===== src/scr_cfg.svh =====
// constants of the serial control block: register map, field positions,
// reset values and timing counts; included by scr_ctrl, its checker, the clock tick generator and the bench
`ifndef SCR_CFG_SVH
`define SCR_CFG_SVH

// register byte offsets on the avalon slave
`define SCR_ADDR_CTRL 5'h00
`define SCR_ADDR_STAT 5'h04
`define SCR_ADDR_DATA 5'h08
`define SCR_ADDR_EVT 5'h0C
`define SCR_ADDR_MASK 5'h10

// control register fields
`define SCR_CTL_RIE 7
`define SCR_CTL_EN 6
`define SCR_CTL_TIE 5
`define SCR_CTL_MS 4
`define SCR_CTL_POL 3
`define SCR_CTL_PHA 2
`define SCR_CTL_RESET 8'h04

// serial status fields
`define SCR_STAT_DONE 7
`define SCR_STAT_TXE 5
`define SCR_STAT_FAULT 4

// event status and mask fields
`define SCR_EVT_DONE 0
`define SCR_EVT_FAULT 1
`define SCR_EVT_TXE 2
`define SCR_EVT_RESET 3'h0
`define SCR_MASK_RESET 3'h0

// clock cycles per half serial clock period in master mode
`define SCR_HALF_DIV 3'h4
// serial clock edges in one byte
`define SCR_EDGES 5'h10

`endif


===== src/scr_pkg.sv =====
// types shared by the serial control block modules
// assumes scr_cfg.svh is found on the include path
package scr_pkg;
    // transfer engine states
    typedef enum logic {
        SCR_IDLE,
        SCR_BUSY
    } scr_state_t;
endpackage


===== src/scr_ctrl.sv =====
// serial peripheral control block: avalon-mm register slave, control
// register side effects, byte transfer engine for master and slave, interrupt
// assumes an avalon master on clk_sys and serial pins asynchronous to it
`include "scr_cfg.svh"
`timescale 1ns/1ps
`default_nettype none
// Function
// - receive enable requests interrupt while transfer-complete or mode-fault flag set.
// - system enable activates interface and gives it the pins; clear disables.
// - clearing system enable forces idle and resets all status flags.
// - transmit enable requests interrupt while transmit-empty flag is set.
// - master select zero means slave mode, one means master mode.
// - any change of master select forces the interface idle.
// - polarity zero idles clock low, one idles clock high.
// - both link ends must use the same clock polarity.
// - phase zero samples on odd clock edges, one on even edges.
// - in master mode a polarity or phase change aborts the transfer.
module scr_ctrl (
    // clock and reset
    input wire logic clk_sys,
    input wire logic rst_b,
    // avalon-mm slave
    input wire logic [4:0] avs_address,
    input wire logic avs_read,
    input wire logic avs_write,
    input wire logic [31:0] avs_writedata,
    input wire logic [3:0] avs_byteenable,
    output logic [31:0] avs_readdata,
    output logic avs_waitrequest,
    // interrupt
    output logic irq,
    // serial pins
    input wire logic sck_in,
    output logic sck_out,
    output logic sck_oe,
    input wire logic mosi_in,
    output logic mosi_out,
    output logic mosi_oe,
    input wire logic miso_in,
    output logic miso_out,
    output logic miso_oe,
    input wire logic ss_b_in,
    // pin ownership
    output logic pins_active
);
    logic [7:0] ctl_reg;
    logic [7:0] ctl_next;
    logic [7:0] tx_buf_reg;
    logic [7:0] rx_reg;
    logic [7:0] shift_reg;
    logic [4:0] cnt_reg;
    logic [4:0] edge_num;
    logic [2:0] evt_reg;
    logic [2:0] mask_reg;
    logic [2:0] evt_set;
    logic [31:0] rd_mux;
    logic [3:0] sync_out;
    logic tx_full_reg;
    logic done_reg;
    logic fault_reg;
    logic txe_prev_reg;
    logic in_bit_reg;
    logic sck_reg;
    logic sck_prev_reg;
    logic sck_s;
    logic mosi_s;
    logic miso_s;
    logic ss_s;
    logic acc;
    logic acc_rd;
    logic acc_wr;
    logic wr_ctl;
    logic wr_lane;
    logic en;
    logic master;
    logic abort;
    logic fault_evt;
    logic tick;
    logic slave_edge;
    logic step;
    logic din;
    logic sample_edge;
    logic shift_edge;
    logic last_edge;
    logic done_evt;
    logic take;
    logic rule_req;
    scr_pkg::scr_state_t state_reg;

    // pins into the clk_sys domain
    scr_sync #(
        .W(4)
    ) u_sync (
        .clk_sys(clk_sys),
        .rst_b(rst_b),
        .async_in({ss_b_in, miso_in, mosi_in, sck_in}),
        .sync_out(sync_out)
    );

    assign sck_s = sync_out[0];
    assign mosi_s = sync_out[1];
    assign miso_s = sync_out[2];
    assign ss_s = sync_out[3];

    // master serial clock ticks
    scr_sckgen u_sckgen (
        .clk_sys(clk_sys),
        .rst_b(rst_b),
        .run(state_reg == scr_pkg::SCR_BUSY && master && !abort),
        .tick(tick)
    );

    // bus access: one wait cycle, then the request is taken
    assign acc = (avs_read || avs_write) && !avs_waitrequest;
    assign acc_rd = acc && avs_read;
    assign acc_wr = acc && avs_write;
    assign wr_lane = acc_wr && avs_byteenable[0];
    assign wr_ctl = wr_lane && avs_address == `SCR_ADDR_CTRL;
    assign ctl_next = wr_ctl ? avs_writedata[7:0] : ctl_reg;

    assign en = ctl_reg[`SCR_CTL_EN];
    assign master = ctl_reg[`SCR_CTL_MS];

    // mode fault: another master pulls select low while this end is master
    assign fault_evt = en && master && !ss_s;

    // abort on disable, mode fault, master select change, master polarity or phase change, or slave deselect
    always_comb begin
        abort = !en || fault_evt;
        if (ctl_next[`SCR_CTL_MS] != ctl_reg[`SCR_CTL_MS]) begin
            abort = 1'b1;
        end
        if (master && (ctl_next[`SCR_CTL_POL] != ctl_reg[`SCR_CTL_POL] ||
                ctl_next[`SCR_CTL_PHA] != ctl_reg[`SCR_CTL_PHA])) begin
            abort = 1'b1;
        end
        if (!master && ss_s) begin
            abort = 1'b1;
        end
    end

    always_ff @(posedge clk_sys) begin
        if (!rst_b) begin
            avs_waitrequest <= 1'b1;
        end else if (acc) begin
            avs_waitrequest <= 1'b1;
        end else if (avs_read || avs_write) begin
            avs_waitrequest <= 1'b0;
        end
    end

    always_comb begin
        rd_mux = 32'h0000_0000;
        case (avs_address)
            `SCR_ADDR_CTRL: begin
                rd_mux[7:0] = ctl_reg;
            end
            `SCR_ADDR_STAT: begin
                rd_mux[`SCR_STAT_DONE] = done_reg;
                rd_mux[`SCR_STAT_TXE] = !tx_full_reg;
                rd_mux[`SCR_STAT_FAULT] = fault_reg;
            end
            `SCR_ADDR_DATA: begin
                rd_mux[7:0] = rx_reg;
            end
            `SCR_ADDR_EVT: begin
                rd_mux[2:0] = evt_reg;
            end
            `SCR_ADDR_MASK: begin
                rd_mux[2:0] = mask_reg;
            end
            default: begin
                rd_mux = 32'h0000_0000;
            end
        endcase
    end

    always_ff @(posedge clk_sys) begin
        if (!rst_b) begin
            avs_readdata <= 32'h0000_0000;
        end else if (avs_read && avs_waitrequest) begin
            avs_readdata <= rd_mux;
        end
    end

    // writable registers
    always_ff @(posedge clk_sys) begin
        if (!rst_b) begin
            ctl_reg <= `SCR_CTL_RESET;
        end else begin
            ctl_reg <= ctl_next;
        end
    end

    always_ff @(posedge clk_sys) begin
        if (!rst_b) begin
            mask_reg <= `SCR_MASK_RESET;
        end else if (wr_lane && avs_address == `SCR_ADDR_MASK) begin
            mask_reg <= avs_writedata[2:0];
        end
    end

    // transmit buffer: written only while empty
    assign take = state_reg == scr_pkg::SCR_IDLE && tx_full_reg && (master ? !abort : (ss_s && en));

    always_ff @(posedge clk_sys) begin
        if (!rst_b) begin
            tx_buf_reg <= 8'h00;
        end else if (wr_lane && avs_address == `SCR_ADDR_DATA && !tx_full_reg) begin
            tx_buf_reg <= avs_writedata[7:0];
        end
    end

    always_ff @(posedge clk_sys) begin
        if (!rst_b) begin
            tx_full_reg <= 1'b0;
        end else if (!en) begin
            tx_full_reg <= 1'b0;
        end else if (take) begin
            tx_full_reg <= 1'b0;
        end else if (wr_lane && avs_address == `SCR_ADDR_DATA) begin
            tx_full_reg <= 1'b1;
        end
    end

    // completion flag: set wins over the clearing data read
    always_ff @(posedge clk_sys) begin
        if (!rst_b) begin
            done_reg <= 1'b0;
        end else if (!en) begin
            done_reg <= 1'b0;
        end else if (done_evt) begin
            done_reg <= 1'b1;
        end else if (acc_rd && avs_address == `SCR_ADDR_DATA) begin
            done_reg <= 1'b0;
        end
    end

    // mode fault flag: cleared by a control write, set wins
    always_ff @(posedge clk_sys) begin
        if (!rst_b) begin
            fault_reg <= 1'b0;
        end else if (!en) begin
            fault_reg <= 1'b0;
        end else if (fault_evt) begin
            fault_reg <= 1'b1;
        end else if (wr_ctl) begin
            fault_reg <= 1'b0;
        end
    end

    // slave clock edges from the synchronised pin
    always_ff @(posedge clk_sys) begin
        if (!rst_b) begin
            sck_prev_reg <= 1'b0;
        end else begin
            sck_prev_reg <= sck_s;
        end
    end

    assign slave_edge = sck_s ^ sck_prev_reg;
    assign step = master ? tick : slave_edge;
    assign din = master ? miso_s : mosi_s;
    assign edge_num = cnt_reg + 5'h01;
    assign sample_edge = ctl_reg[`SCR_CTL_PHA] ? !edge_num[0] : edge_num[0];
    assign last_edge = edge_num == `SCR_EDGES;
    assign shift_edge = ctl_reg[`SCR_CTL_PHA] ? (edge_num[0] && edge_num != 5'h01) : (!edge_num[0] && !last_edge);
    assign done_evt = state_reg == scr_pkg::SCR_BUSY && step && last_edge && !abort;

    // byte transfer engine, shared by master and slave
    always_ff @(posedge clk_sys) begin
        if (!rst_b) begin
            state_reg <= scr_pkg::SCR_IDLE;
            cnt_reg <= 5'h00;
            shift_reg <= 8'h00;
            in_bit_reg <= 1'b0;
            rx_reg <= 8'h00;
            sck_reg <= 1'b0;
        end else if (abort) begin
            state_reg <= scr_pkg::SCR_IDLE;
            cnt_reg <= 5'h00;
            sck_reg <= ctl_next[`SCR_CTL_POL];
            if (take) begin
                shift_reg <= tx_buf_reg;
            end
        end else begin
            case (state_reg)
                scr_pkg::SCR_IDLE: begin
                    cnt_reg <= 5'h00;
                    sck_reg <= ctl_reg[`SCR_CTL_POL];
                    if (take) begin
                        shift_reg <= tx_buf_reg;
                    end
                    if (master ? tx_full_reg : !ss_s) begin
                        state_reg <= scr_pkg::SCR_BUSY;
                    end
                end
                scr_pkg::SCR_BUSY: begin
                    if (step) begin
                        cnt_reg <= edge_num;
                        sck_reg <= ctl_reg[`SCR_CTL_POL] ^ edge_num[0];
                        if (sample_edge) begin
                            in_bit_reg <= din;
                        end
                        if (shift_edge) begin
                            shift_reg <= {shift_reg[6:0], in_bit_reg};
                        end
                        if (last_edge) begin
                            rx_reg <= {shift_reg[6:0], ctl_reg[`SCR_CTL_PHA] ? din : in_bit_reg};
                            state_reg <= scr_pkg::SCR_IDLE;
                        end
                    end
                end
                default: begin
                    state_reg <= scr_pkg::SCR_IDLE;
                end
            endcase
        end
    end

    // pin drivers
    // pins owned only while enabled
    always_ff @(posedge clk_sys) begin
        if (!rst_b) begin
            sck_out <= 1'b0;
            sck_oe <= 1'b0;
            mosi_out <= 1'b0;
            mosi_oe <= 1'b0;
            miso_out <= 1'b0;
            miso_oe <= 1'b0;
            pins_active <= 1'b0;
        end else begin
            sck_out <= sck_reg;
            sck_oe <= en && master;
            mosi_out <= shift_reg[7];
            mosi_oe <= en && master;
            miso_out <= shift_reg[7];
            miso_oe <= en && !master && !ss_s;
            pins_active <= en;
        end
    end

    // sticky events, cleared by reading them; set wins over clear
    always_ff @(posedge clk_sys) begin
        if (!rst_b) begin
            txe_prev_reg <= 1'b1;
        end else begin
            txe_prev_reg <= !tx_full_reg;
        end
    end

    assign evt_set[`SCR_EVT_DONE] = done_evt;
    assign evt_set[`SCR_EVT_FAULT] = fault_evt && !fault_reg;
    assign evt_set[`SCR_EVT_TXE] = !tx_full_reg && !txe_prev_reg;

    always_ff @(posedge clk_sys) begin
        if (!rst_b) begin
            evt_reg <= `SCR_EVT_RESET;
        end else if (acc_rd && avs_address == `SCR_ADDR_EVT) begin
            evt_reg <= (evt_reg & ~avs_readdata[2:0]) | evt_set;
        end else begin
            evt_reg <= evt_reg | evt_set;
        end
    end

    assign rule_req = (ctl_reg[`SCR_CTL_RIE] && (done_reg || fault_reg)) ||
        (ctl_reg[`SCR_CTL_TIE] && !tx_full_reg);

    always_ff @(posedge clk_sys) begin
        if (!rst_b) begin
            irq <= 1'b0;
        end else begin
            irq <= rule_req || (|(evt_reg & mask_reg));
        end
    end
endmodule
`default_nettype wire


===== src/scr_sckgen.sv =====
// serial clock edge ticks for master mode, one pulse per half period
// assumes run is driven from logic on clk_sys
`include "scr_cfg.svh"
`timescale 1ns/1ps
`default_nettype none
module scr_sckgen (
    // clock and reset
    input wire logic clk_sys,
    input wire logic rst_b,
    // control and tick
    input wire logic run,
    output logic tick
);
    logic [2:0] div_reg;

    // count restarts whenever run drops, so the first edge comes a full half period late
    always_ff @(posedge clk_sys) begin
        if (!rst_b) begin
            div_reg <= 3'h0;
            tick <= 1'b0;
        end else if (!run) begin
            div_reg <= 3'h0;
            tick <= 1'b0;
        end else if (div_reg == `SCR_HALF_DIV - 3'h1) begin
            div_reg <= 3'h0;
            tick <= 1'b1;
        end else begin
            div_reg <= div_reg + 3'h1;
            tick <= 1'b0;
        end
    end
endmodule
`default_nettype wire


===== src/scr_sync.sv =====
// two-flop synchroniser, one per bit, for pins from outside the clk_sys domain
// assumes the inputs change asynchronously to clk_sys
`timescale 1ns/1ps
`default_nettype none
module scr_sync #(
    parameter int W = 4
) (
    // clock and reset
    input wire logic clk_sys,
    input wire logic rst_b,
    // asynchronous and synchronised levels
    input wire logic [W-1:0] async_in,
    output logic [W-1:0] sync_out
);
    logic [W-1:0] meta_reg;

    genvar i;
    generate
        for (i = 0; i < W; i = i + 1) begin : g_bit
            always_ff @(posedge clk_sys) begin
                if (!rst_b) begin
                    meta_reg[i] <= 1'b0;
                    sync_out[i] <= 1'b0;
                end else begin
                    meta_reg[i] <= async_in[i];
                    sync_out[i] <= meta_reg[i];
                end
            end
        end
    endgenerate
endmodule
`default_nettype wire


===== config.mk =====
export PLATFORM = sky130hd
export DESIGN_NAME = scr_ctrl
export DESIGN_NICKNAME = d
export VERILOG_FILES = /design/src/scr_pkg.sv /design/src/scr_ctrl.sv /design/src/scr_sckgen.sv /design/src/scr_sync.sv
export VERILOG_INCLUDE_DIRS = /design/src
export SDC_FILE = /design/constraint.sdc
export NUM_CORES = 1
export LEC_CHECK = 0
export ABC_CLOCK_PERIOD_IN_PS = 3900
export CAP_MARGIN = 20
export CORE_MARGIN = 5
export CORE_UTILIZATION = 30
export CTS_BUF_LIST = sky130_fd_sc_hd__clkbuf_8
export DETAILED_ROUTE_END_ITERATION = 6
export DONT_BUFFER_PORTS = 1
export REMOVE_ABC_BUFFERS = 1
export SLEW_MARGIN = 20
export SYNTH_ARGS = -nofsm -noshare
export SYNTH_HDL_FRONTEND = slang
export SYNTH_SLANG_ARGS = --single-unit

===== constraint.sdc =====
create_clock -name clk_sys -period 3.9 [get_ports clk_sys]
set_clock_uncertainty 0.15 [all_clocks]
set_input_delay 0 -clock clk_sys [delete_from_list [all_inputs] [get_ports clk_sys]]
set_output_delay 0 -clock clk_sys [all_outputs]
set_load 0.005 [all_outputs]

# Word level (Yosys, flattened, before mapping)

Cells that the tools add are included.

Output and inout bits: 41
Input port bits: 49
Logic and storage cells: 157
Flip-flop bits (word level): 78

$add $sub $neg: 2
Reductions and logical operators: 60
Bitwise operators: 12
Muxes and demuxes: 36
Equal/unequal tests: 13

Operators with widths:

| cell                | number |
|---|---|
| $mux 8              | 4 |
| $logic_and 1x1->1   | 31 |
| $mux 1              | 20 |
| $pmux 8 s2          | 1 |
| $pmux 3 s4          | 1 |
| $eq 5x4->1 const B  | 2 |
| $eq 5x5->1 const B  | 2 |
| $logic_not 1->1     | 10 |
| $mux 5              | 2 |
| $pmux 5 s2          | 1 |
| $reduce_or 3->1     | 3 |
| $pmux 1 s2          | 4 |
| $reduce_and 4->1    | 2 |
| $and 3x3->3         | 2 |
| $logic_or 1x1->1    | 6 |
| $ne 3x3->1 const B  | 2 |
| $or 3x3->3          | 2 |
| $pmux 2 s3          | 1 |
| $reduce_and 2->1    | 3 |
| $add 5x1->5 const B | 1 |
| $eq 5x3->1 const B  | 1 |
| $logic_not 5->1     | 1 |
| $ne 5x1->1 const B  | 1 |
| $not 1->1           | 5 |
| 10 further kinds    | 15 |

# Longest topological paths before layout

Gate-level depths: netlist (run 1).

Depth in word-level cells: 17
Mapped depth: 8
Gate-level depth less buffers: 7

# Cells and area by module

Synthesis (run 1) repeated with hierarchy kept, for this count alone.

Cell total of the unflattened synthesis: 379
Area total of the unflattened synthesis: 3530.9 um^2

By module, submodules not included:

| module     | sequential area each (um^2) | cells each | area an instance (um^2) | times used |
|---|---|---|---|---|
| scr_ctrl   | 1321.3                      | 352        | 3168.0                  | 1 |
| scr_sync   | 160.2                       | 16         | 210.2                   | 1 |
| scr_sckgen | 80.1                        | 11         | 152.6                   | 1 |

# Worst setup path before layout (run 1)

OpenSTA, ideal clock, no wires.

Path kind: register to register
Start point: reg avs_waitrequest
End point: reg rx_reg[0]
Setup time: 0.065 ns
Stages on the path, launching flop included: 9
Slack: 1.708 ns
Data arrival time: 1.977 ns
Period minus slack after synthesis: 2.192 ns
Data required time: 3.685 ns
Path through: dfxtp_1 and3b_1 clkbuf_1 nor3b_4 a31oi_4 nand3_1 buf_4 mux2_1 nor2_1

Longest elaborated chain between the ends: 13

RTL lines:

| element                                | line                             | text |
|---|---|---|
| start: declaration                     | scr_ctrl.sv:29                   | `output logic avs_waitrequest,` |
| start signal: assignment               | scr_ctrl.sv:144                  | `avs_waitrequest <= 1'b1;` |
| start signal: assignment               | scr_ctrl.sv:146                  | `avs_waitrequest <= 1'b1;` |
| start signal: assignment               | scr_ctrl.sv:148                  | `avs_waitrequest <= 1'b0;` |
| $logic_not 1->1 (*)                    | scr_ctrl.sv:114                  | `assign acc = (avs_read \|\| avs_write) && !avs_waitrequest;` |
| $logic_and 1x1->1 (*)                  | scr_ctrl.sv:114                  |  |
| $logic_and 1x1->1 (*)                  | scr_ctrl.sv:116                  | `assign acc_wr = acc && avs_write;` |
| $logic_and 1x1->1 (*)                  | scr_ctrl.sv:117                  | `assign wr_lane = acc_wr && avs_byteenable[0];` |
| $logic_and 1x1->1 (no source line) (*) | --                               |  |
| $mux 5 (*)                             | scr_ctrl.sv:119                  | `assign ctl_next = wr_ctl ? avs_writedata[7:0] : ctl_reg;` |
| $ne 1x1->1, on equally long branches   | scr_ctrl.sv:133, scr_ctrl.sv:134 |  |
| $logic_or 1x1->1                       | scr_ctrl.sv:133                  | `` if (master && (ctl_next[`SCR_CTL_POL] != ctl_reg[`SCR_CTL_POL] \|\| `` |
| $logic_and 1x1->1                      | scr_ctrl.sv:133                  |  |
| $mux 1 (*)                             | scr_ctrl.sv:133                  |  |
| $mux 1 (*)                             | scr_ctrl.sv:137                  | `if (!master && ss_s) begin` |
| $not 1->1 (no source line) (*)         | --                               |  |
| $reduce_and 4->1 (no source line) (*)  | --                               |  |
| end signal: assignment                 | scr_ctrl.sv:309                  | `` rx_reg <= {shift_reg[6:0], ctl_reg[`SCR_CTL_PHA] ? din : in_bit_reg}; `` |
| end: declaration                       | scr_ctrl.sv:49                   | `logic [7:0] rx_reg;` |

Mark *: on every way between the ends. The rest lies on a longest branch, timed or not.
A chain may end at the register's enable or synchronous reset.

# Worst setup path in the final report (run 1)

Start point: in avs_address[1]
End point: reg tx_buf_reg[2]

Longest elaborated chain between the ends: 3

RTL lines:

| element                            | line            | text |
|---|---|---|
| start: declaration                 | scr_ctrl.sv:23  | `input wire logic [4:0] avs_address,` |
| $eq 5x4->1                         | --              |  |
| $logic_and 1x1->1 (no source line) | --              |  |
| $logic_and 1x1->1                  | scr_ctrl.sv:209 | `` end else if (wr_lane && avs_address == `SCR_ADDR_DATA && !tx_full_reg) begin `` |
| end signal: assignment             | scr_ctrl.sv:210 | `tx_buf_reg <= avs_writedata[7:0];` |
| end: declaration                   | scr_ctrl.sv:48  | `logic [7:0] tx_buf_reg;` |

Every way passes these cells.

==> results.cfg, run 1 <==
[floorplanning]
dieArea_mm2 = 0.0138
placementRows = 39
io_pins = 90
dieHeight_um = 118
start_util_pct = 30.5
core_mm2 = 0.0114
die_w_um = 118

[setup_path]
crit_fanout = 8
crit_start = avs_address[1]
cp-endpoint = tx_buf_reg[2]
critPathRequiredTime_ns = 3.96
cpPeakStageDelay_ns = 0.61
timing.rr.start = ctl_reg[4]
cp_slowest_cell = dlygate4sd3_1
critPathCaptureType = register
r2r_cells = 6
crit_arrival_ns = 3.00
worstPathCellList = dlygate4sd3_1 -> or4_4 -> dlygate4sd3_1 -> nor2_1 -> nand3_1 -> mux2i_1 -> nor2_1
reg2reg_slack_ns = 1.00
reg2reg_to = rx_reg[0]
startpoint_type = primary input
path_class = in -> reg

[clocking]
cts_setup_buffers = 0
ctsHtreeMaxLevel = 3
insertion_delay_ns = 0.35
tritoncts = done
post_cts_resized = 0
clock_sinks = 78
cts_hold_buffers = 33
numCtsBuffers = 9
clockBufferDepth = 2
cts.reportedPaths.clkPinSlew_ns = 0.07
clock-root-buffer = clkbuf_8

[global_routing]
grt_use_total_pct = 11.9
grt_pass1_vias = 2517
grt_pass1_wl_um = 13400
antenna_found_initial = 4
grt-ovfl-total = 0
grt_start_max_net_pins = 46

[pwr]
leakage_nw = 1.63
power_density_mw_per_mm2 = 395
p_total_mw = 1.60
irDropWorstVdd_mv = 0.309

[synthesis]
synthCells = 383
postSynthAreaPerCell_um2 = 9.05
synth_seq_cells = 78
yosys_warnings = 0
ys_types = 50
yosysSeqAreaShare_pct = 45.0
synth.cell_area_mm2 = 0.00347

[drt]
dr.pass1.iters = 4
num_vias = 2706
wl_per_cell_um = 14.8
vias_per_cell = 4.83
drt_iter0_drc = 210
drc = 0
drtAntennaViolNets = 0
drt_wl_total_um = 8290

[status]
outcome = completed

[placed_design]
dp_cells = 510
finalWeightedCongestion = 0.827
port_buffers = 0
dp_hpwl_um = 5700
pre_cts_ws_ns = 0.988

[timing]
worstMarginPinSlew_ns = 0.807
period_share_pct = 75.2
rsz0062_at_grt = no
max_clock_freq_ghz = 0.341
finalMaxSlewViolations = 0
tns_ns = 0
finalWorstSetupSlack_ns = 0.967
finalHoldViolations = 0
period_minus_slack_ns = 2.93
timing.slew.headroom_pct = 46.0
final-setup-viol-count = 0

[final_layout]
ff_latch_area_mm2 = 0.00156
finalNetCount = 464
syn2layout_area_growth_pct = 16.9
multiInputGateArea_mm2 = 0.00170
final_cells = 560
drive_above_1_share_pct = 5.77
n_fill_cell = 1167

[flow_run]
cap_violations = 0

[min_path]
hold_path_depth = 4
hp-class = in -> reg
hp-start = avs_address[4]
## stage by stage
step	cell area (um^2)	hold WS (ns)	util (%)
global route	4050	0.126	35.6
CTS	4050	0.0873	35.6
floorplan	3300	-0.0881	-
finish	4050	0.111	35.6
detailed placement	3480	-0.0794	30.6
global placement	3480	-0.0831	30.6
## synthesized netlist by cell type, drive strengths merged
| library cell | instances | share of area, % |
|---|---|---|
| o2bb2ai | 1 | 0.25 |
| o31ai | 2 | 0.43 |
| mux2 | 3 | 0.97 |
| a211oi | 1 | 0.22 |
| xor2 | 5 | 1.3 |
| a221oi | 2 | 0.51 |
| a21oi | 18 | 2.6 |
| nand2 | 42 | 4.5 |
| o21a | 1 | 0.22 |
| a222oi | 3 | 0.87 |
| or2 | 1 | 0.18 |
| nor2b | 3 | 0.54 |
| a22oi | 6 | 1.3 |
| a2111o | 1 | 0.32 |
| conb | 1 | 0.11 |
| mux2i | 27 | 7.8 |
| and4b | 1 | 0.29 |
| inv | 10 | 1.1 |
| and3b | 1 | 0.25 |
| clkbuf | 11 | 1.2 |
| and2 | 13 | 2.4 |
| a22o | 3 | 0.76 |
| nand4 | 3 | 0.54 |
| or4 | 1 | 0.32 |
| a31o | 1 | 0.25 |
| a21o | 2 | 0.43 |
| buf | 28 | 6.1 |
| dfxtp | 78 | 45 |
| nor2 | 56 | 6.1 |
| xnor2 | 4 | 1.0 |
| a21bo | 1 | 0.29 |
| ha | 4 | 1.4 |
| nand4b | 1 | 0.25 |
| o22ai | 2 | 0.36 |
| a2bb2oi | 3 | 0.76 |
| nor3b | 4 | 1.2 |
| o21ai | 6 | 0.87 |
| a31oi | 2 | 0.79 |
| o221a | 7 | 2.3 |
| nor3 | 6 | 0.87 |
| nor4b | 2 | 0.51 |
| nand2b | 4 | 0.72 |
| nand3 | 9 | 1.3 |
| nor4 | 3 | 0.54 |
## worst min path at each step
stage                         endpoint  slack (ns)
floorplan              avs_waitrequest       -0.09
finish                         sck_reg        0.11
global placement       avs_waitrequest       -0.08
CTS                            sck_reg        0.09
detailed placement     avs_waitrequest       -0.08
global route        u_sync.meta_reg[2]        0.13
## layout by cell type, fill, tap and decap left out, types with 3 or more instances in the layout
cell	n
nand4_1	3
nand2b_1	4
mux2i_1	27
a2bb2oi_1	3
bufinv_16	3
dlygate4sd3_1	33
o221a_1	6
nand2_1	42
xor2_1	5
a22o_1	3
dfxtp_1	78
xnor2_1	4
clkbuf_8	9
inv_1	10
nor2b_1	3
o21ai_0	6
nand3_1	9
nor3b_1	3
and2_1	12
ha_1	4
nor3_1	6
nor2_1	56
conb_1	24
a21oi_1	18
a222oi_1	3
a22oi_1	6
nor4_1	3
## critical path, delay by kind of cell
family        cells  cell delay (ns)
simple gates      4             1.51
mux               1             0.31
buf+inv           2             1.16
## cell families after synthesis
kind of cell             Yosys count  synth area share, %
AND/OR/NAND/NOR                  150                 20.5
flip-flops                        78                 45.0
AO/OA/AOI/OAI                     62                 13.5
buffers and inverters             49                 8.34
multiplexers                      30                 8.77
XOR/XNOR                           9                 2.27
adder cells (fa/ha/maj)            4                 1.44
other                              1                0.108
## layer usage
| metal | GRT usage, % | part of all wire [%] |
|---|---|---|
| met2 | 17.6 | 44 |
| met1 | 15.4 | 44 |
| met4 | 4.23 | 1.7 |
| met5 | 0 | 0.34 |
| met3 | 5.33 | 9.7 |
## layout make-up
cell class                      instances  share of cell area, %
Antenna cell                            1                 0.0618
Tap cell                              143                   4.42
Timing Repair Buffer                   33                   8.15
Clock inverter                          7                   2.81
Inverter                               10                  0.926
Multi-Input combinational cell        279                   42.0
Sequential cell                        78                   38.5
Clock buffer                            9                   3.06
## power by group
part / internal (mW) / switching, mW / leakage [nW] / total [mW]
Clock: 0.421 / 0.290 / 0.117 / 0.711
Combinational: 0.0330 / 0.0459 / 0.887 / 0.0789
Sequential: 0.803 / 0.00598 / 0.631 / 0.809
Total: 1.26 / 0.342 / 1.63 / 1.60
No activity file was read; power rests on OpenSTA's default activity.
==> inputs of run 2 (changes only) <==
Settings changed: ABC_CLOCK_PERIOD_IN_PS 3900 to 2960.
Clock period 3.9 ns to 2.96 ns, I/O delays scaled along.
==> results.cfg, run 2 (synthesis gave the netlist of run 1 again) <==
[clocking]
cts.reportedPaths.clkPinSlew_ns = 0.08
post_cts_resized = 0
clock_sinks = 78
tritoncts = done
insertion_delay_ns = 0.36
ctsHtreeMaxLevel = 3
clock-root-buffer = clkbuf_8
clockBufferDepth = 2
numCtsBuffers = 9

[pwr]
leakage_nw = 1.67
p_clk_share_pct = 41.5
irDropWorstVdd_mv = 0.233
combPwrFrac_pct = 5.3
p_sw_mw = 0.449
seqPwrFrac_pct = 53.2
internal_power_mw = 1.56
power_density_mw_per_mm2 = 491
switching_share_pct = 22.4

[final_layout]
syn2layout_area_growth_pct = 17.7
layout_common_cells = dfxtp_1, nor2_1, nand2_1
n_fill_cell = 1169
drive_above_1_share_pct = 7.57
fin_util_pct = 35.9
final_common_cell = dfxtp_1
finalNetCount = 472

[placed_design]
finalWeightedCongestion = 0.810
port_buffers = 0
dp_hpwl_um = 5820

[global_routing]
grt_pass1_wl_um = 13700
antenna_found_initial = 4
grt_pass1_vias = 2578
grt_start_max_net_pins = 46
grt_use_total_pct = 12.5
grt-ovfl-total = 0

[setup_path]
cp.depth = 6
crit_fanout = 10
crit_top_cell = dlygate4sd3_1
critPathCaptureType = register
startpoint_type = register
cpLargestDelayFamily = buffers and inverters
critPathRequiredTime_ns = 3.10
worstPathCellList = nand2_1 -> nor4b_1 -> dlygate4sd3_1 -> a22oi_1 -> dlygate4sd3_1 -> nor2_1
crit_arrival_ns = 2.90
r2r_cells = 6
cp_slowest_cell = dlygate4sd3_1
path_buf_inv = 2
cpPeakStageDelay_ns = 0.66
path_class = reg -> reg

[timing]
timing.slew.headroom_pct = 40.9
final-setup-viol-count = 0
finalHoldViolations = 0
tns_ns = 0
period_minus_slack_ns = 2.76
rsz0062_at_grt = no
period_share_pct = 93.2
worstMarginPinSlew_ns = 0.884
finalMaxSlewViolations = 0
max_clock_freq_ghz = 0.362

[min_path]
hold_path_depth = 3
hp-class = in -> reg

[floorplanning]
placementRows = 39
io_pins = 90
dieArea_mm2 = 0.0138
start_util_pct = 30.5
core_mm2 = 0.0114
die_w_um = 118
dieHeight_um = 118

[drt]
num_vias = 2771
dr.pass1.iters = 5
drtAntennaViolNets = 0
vias_per_cell = 4.89
drt_wl_total_um = 8570
wl_per_cell_um = 15.1
drt_iter0_drc = 259
drc = 0

[status]
outcome = completed

[flow_run]
cap_violations = 0
[run 2: cell type report]
| cell class | instances | area, um^2 | area share (%) |
|---|---|---|---|
| repair buffers | 41 | 390 | 9.56 |
| diodes | 1 | 2.50 | 0.0613 |
| well taps | 143 | 179 | 4.38 |
| flip-flops and latches | 78 | 1560 | 38.3 |
| multi-input cells | 279 | 1700 | 41.7 |
| inverters | 10 | 37.5 | 0.920 |
| clock inverters | 3 | 42.5 | 1.04 |
| clock buffers | 12 | 165 | 4.05 |
[run 2: worst register-to-register path, cell delays in order, from the launching register on]
cell	delay, ns
dfxtp_1	0.47
nand2_1	0.29
nor4b_1	0.39
dlygate4sd3_1	0.66
a22oi_1	0.08
dlygate4sd3_1	0.57
nor2_1	0.08
[run 2: routing by layer]
metal | global-route usage, % | vias up | wire length [um]
met2 | 18.9 | 103 | 3780
met3 | 5.09 | 22 | 701
met1 | 15.9 | 1285 | 3860
li1 | - | 1355 | -
met5 | 0 | - | 34
met4 | 5.16 | 6 | 192
[run 2: power groups by stage]
| stage | clock (mW) | sequential [mW] | combinational [mW] |
|---|---|---|---|
| 2_1_floorplan | 0 | 1.09 | 0.0515 |
| 3_3_place_gp | 0 | 1.09 | 0.0637 |
| 3_5_place_dp | 0 | 1.09 | 0.0642 |
| 4_1_cts | 0.862 | 1.07 | 0.105 |
| 5_1_grt | 0.906 | 1.07 | 0.119 |
| 6_report | 0.832 | 1.07 | 0.107 |
[run 2: final timing paths]
kind                                         start                 end  slack, ns
worst max register to register     avs_waitrequest     avs_readdata[7]       0.20
worst min register to register  u_sync.meta_reg[2]  u_sync.sync_out[2]       0.29
worst max-delay path               avs_waitrequest     avs_readdata[7]       0.20
worst min-delay path              avs_writedata[4]         tx_full_reg       0.01
[run 2: timing repair]
| item | CTS | global route |
|---|---|---|
| endpoints found under the hold margin | 71 | 0 |
| hold buffers | 33 | 0 |
| buffers inserted | 0 | 0 |
[run 2: metrics by stage]
step | area (um^2) | hold WS (ns) | instances | power (mW) | worst slack [ns]
final | 4080 | 0.0136 | 567 | 2.00 | 0.200
after global routing | 4080 | 0.0306 | 567 | 2.09 | 0.0394
after CTS | 4080 | 0.00171 | 566 | 2.03 | 0.339
after detailed placement | 3540 | -0.0794 | 518 | 1.16 | 0.583
after global placement | 3540 | -0.0847 | 518 | 1.15 | 0.596
after floorplan | 3300 | -0.0881 | 367 | 1.14 | 0.716
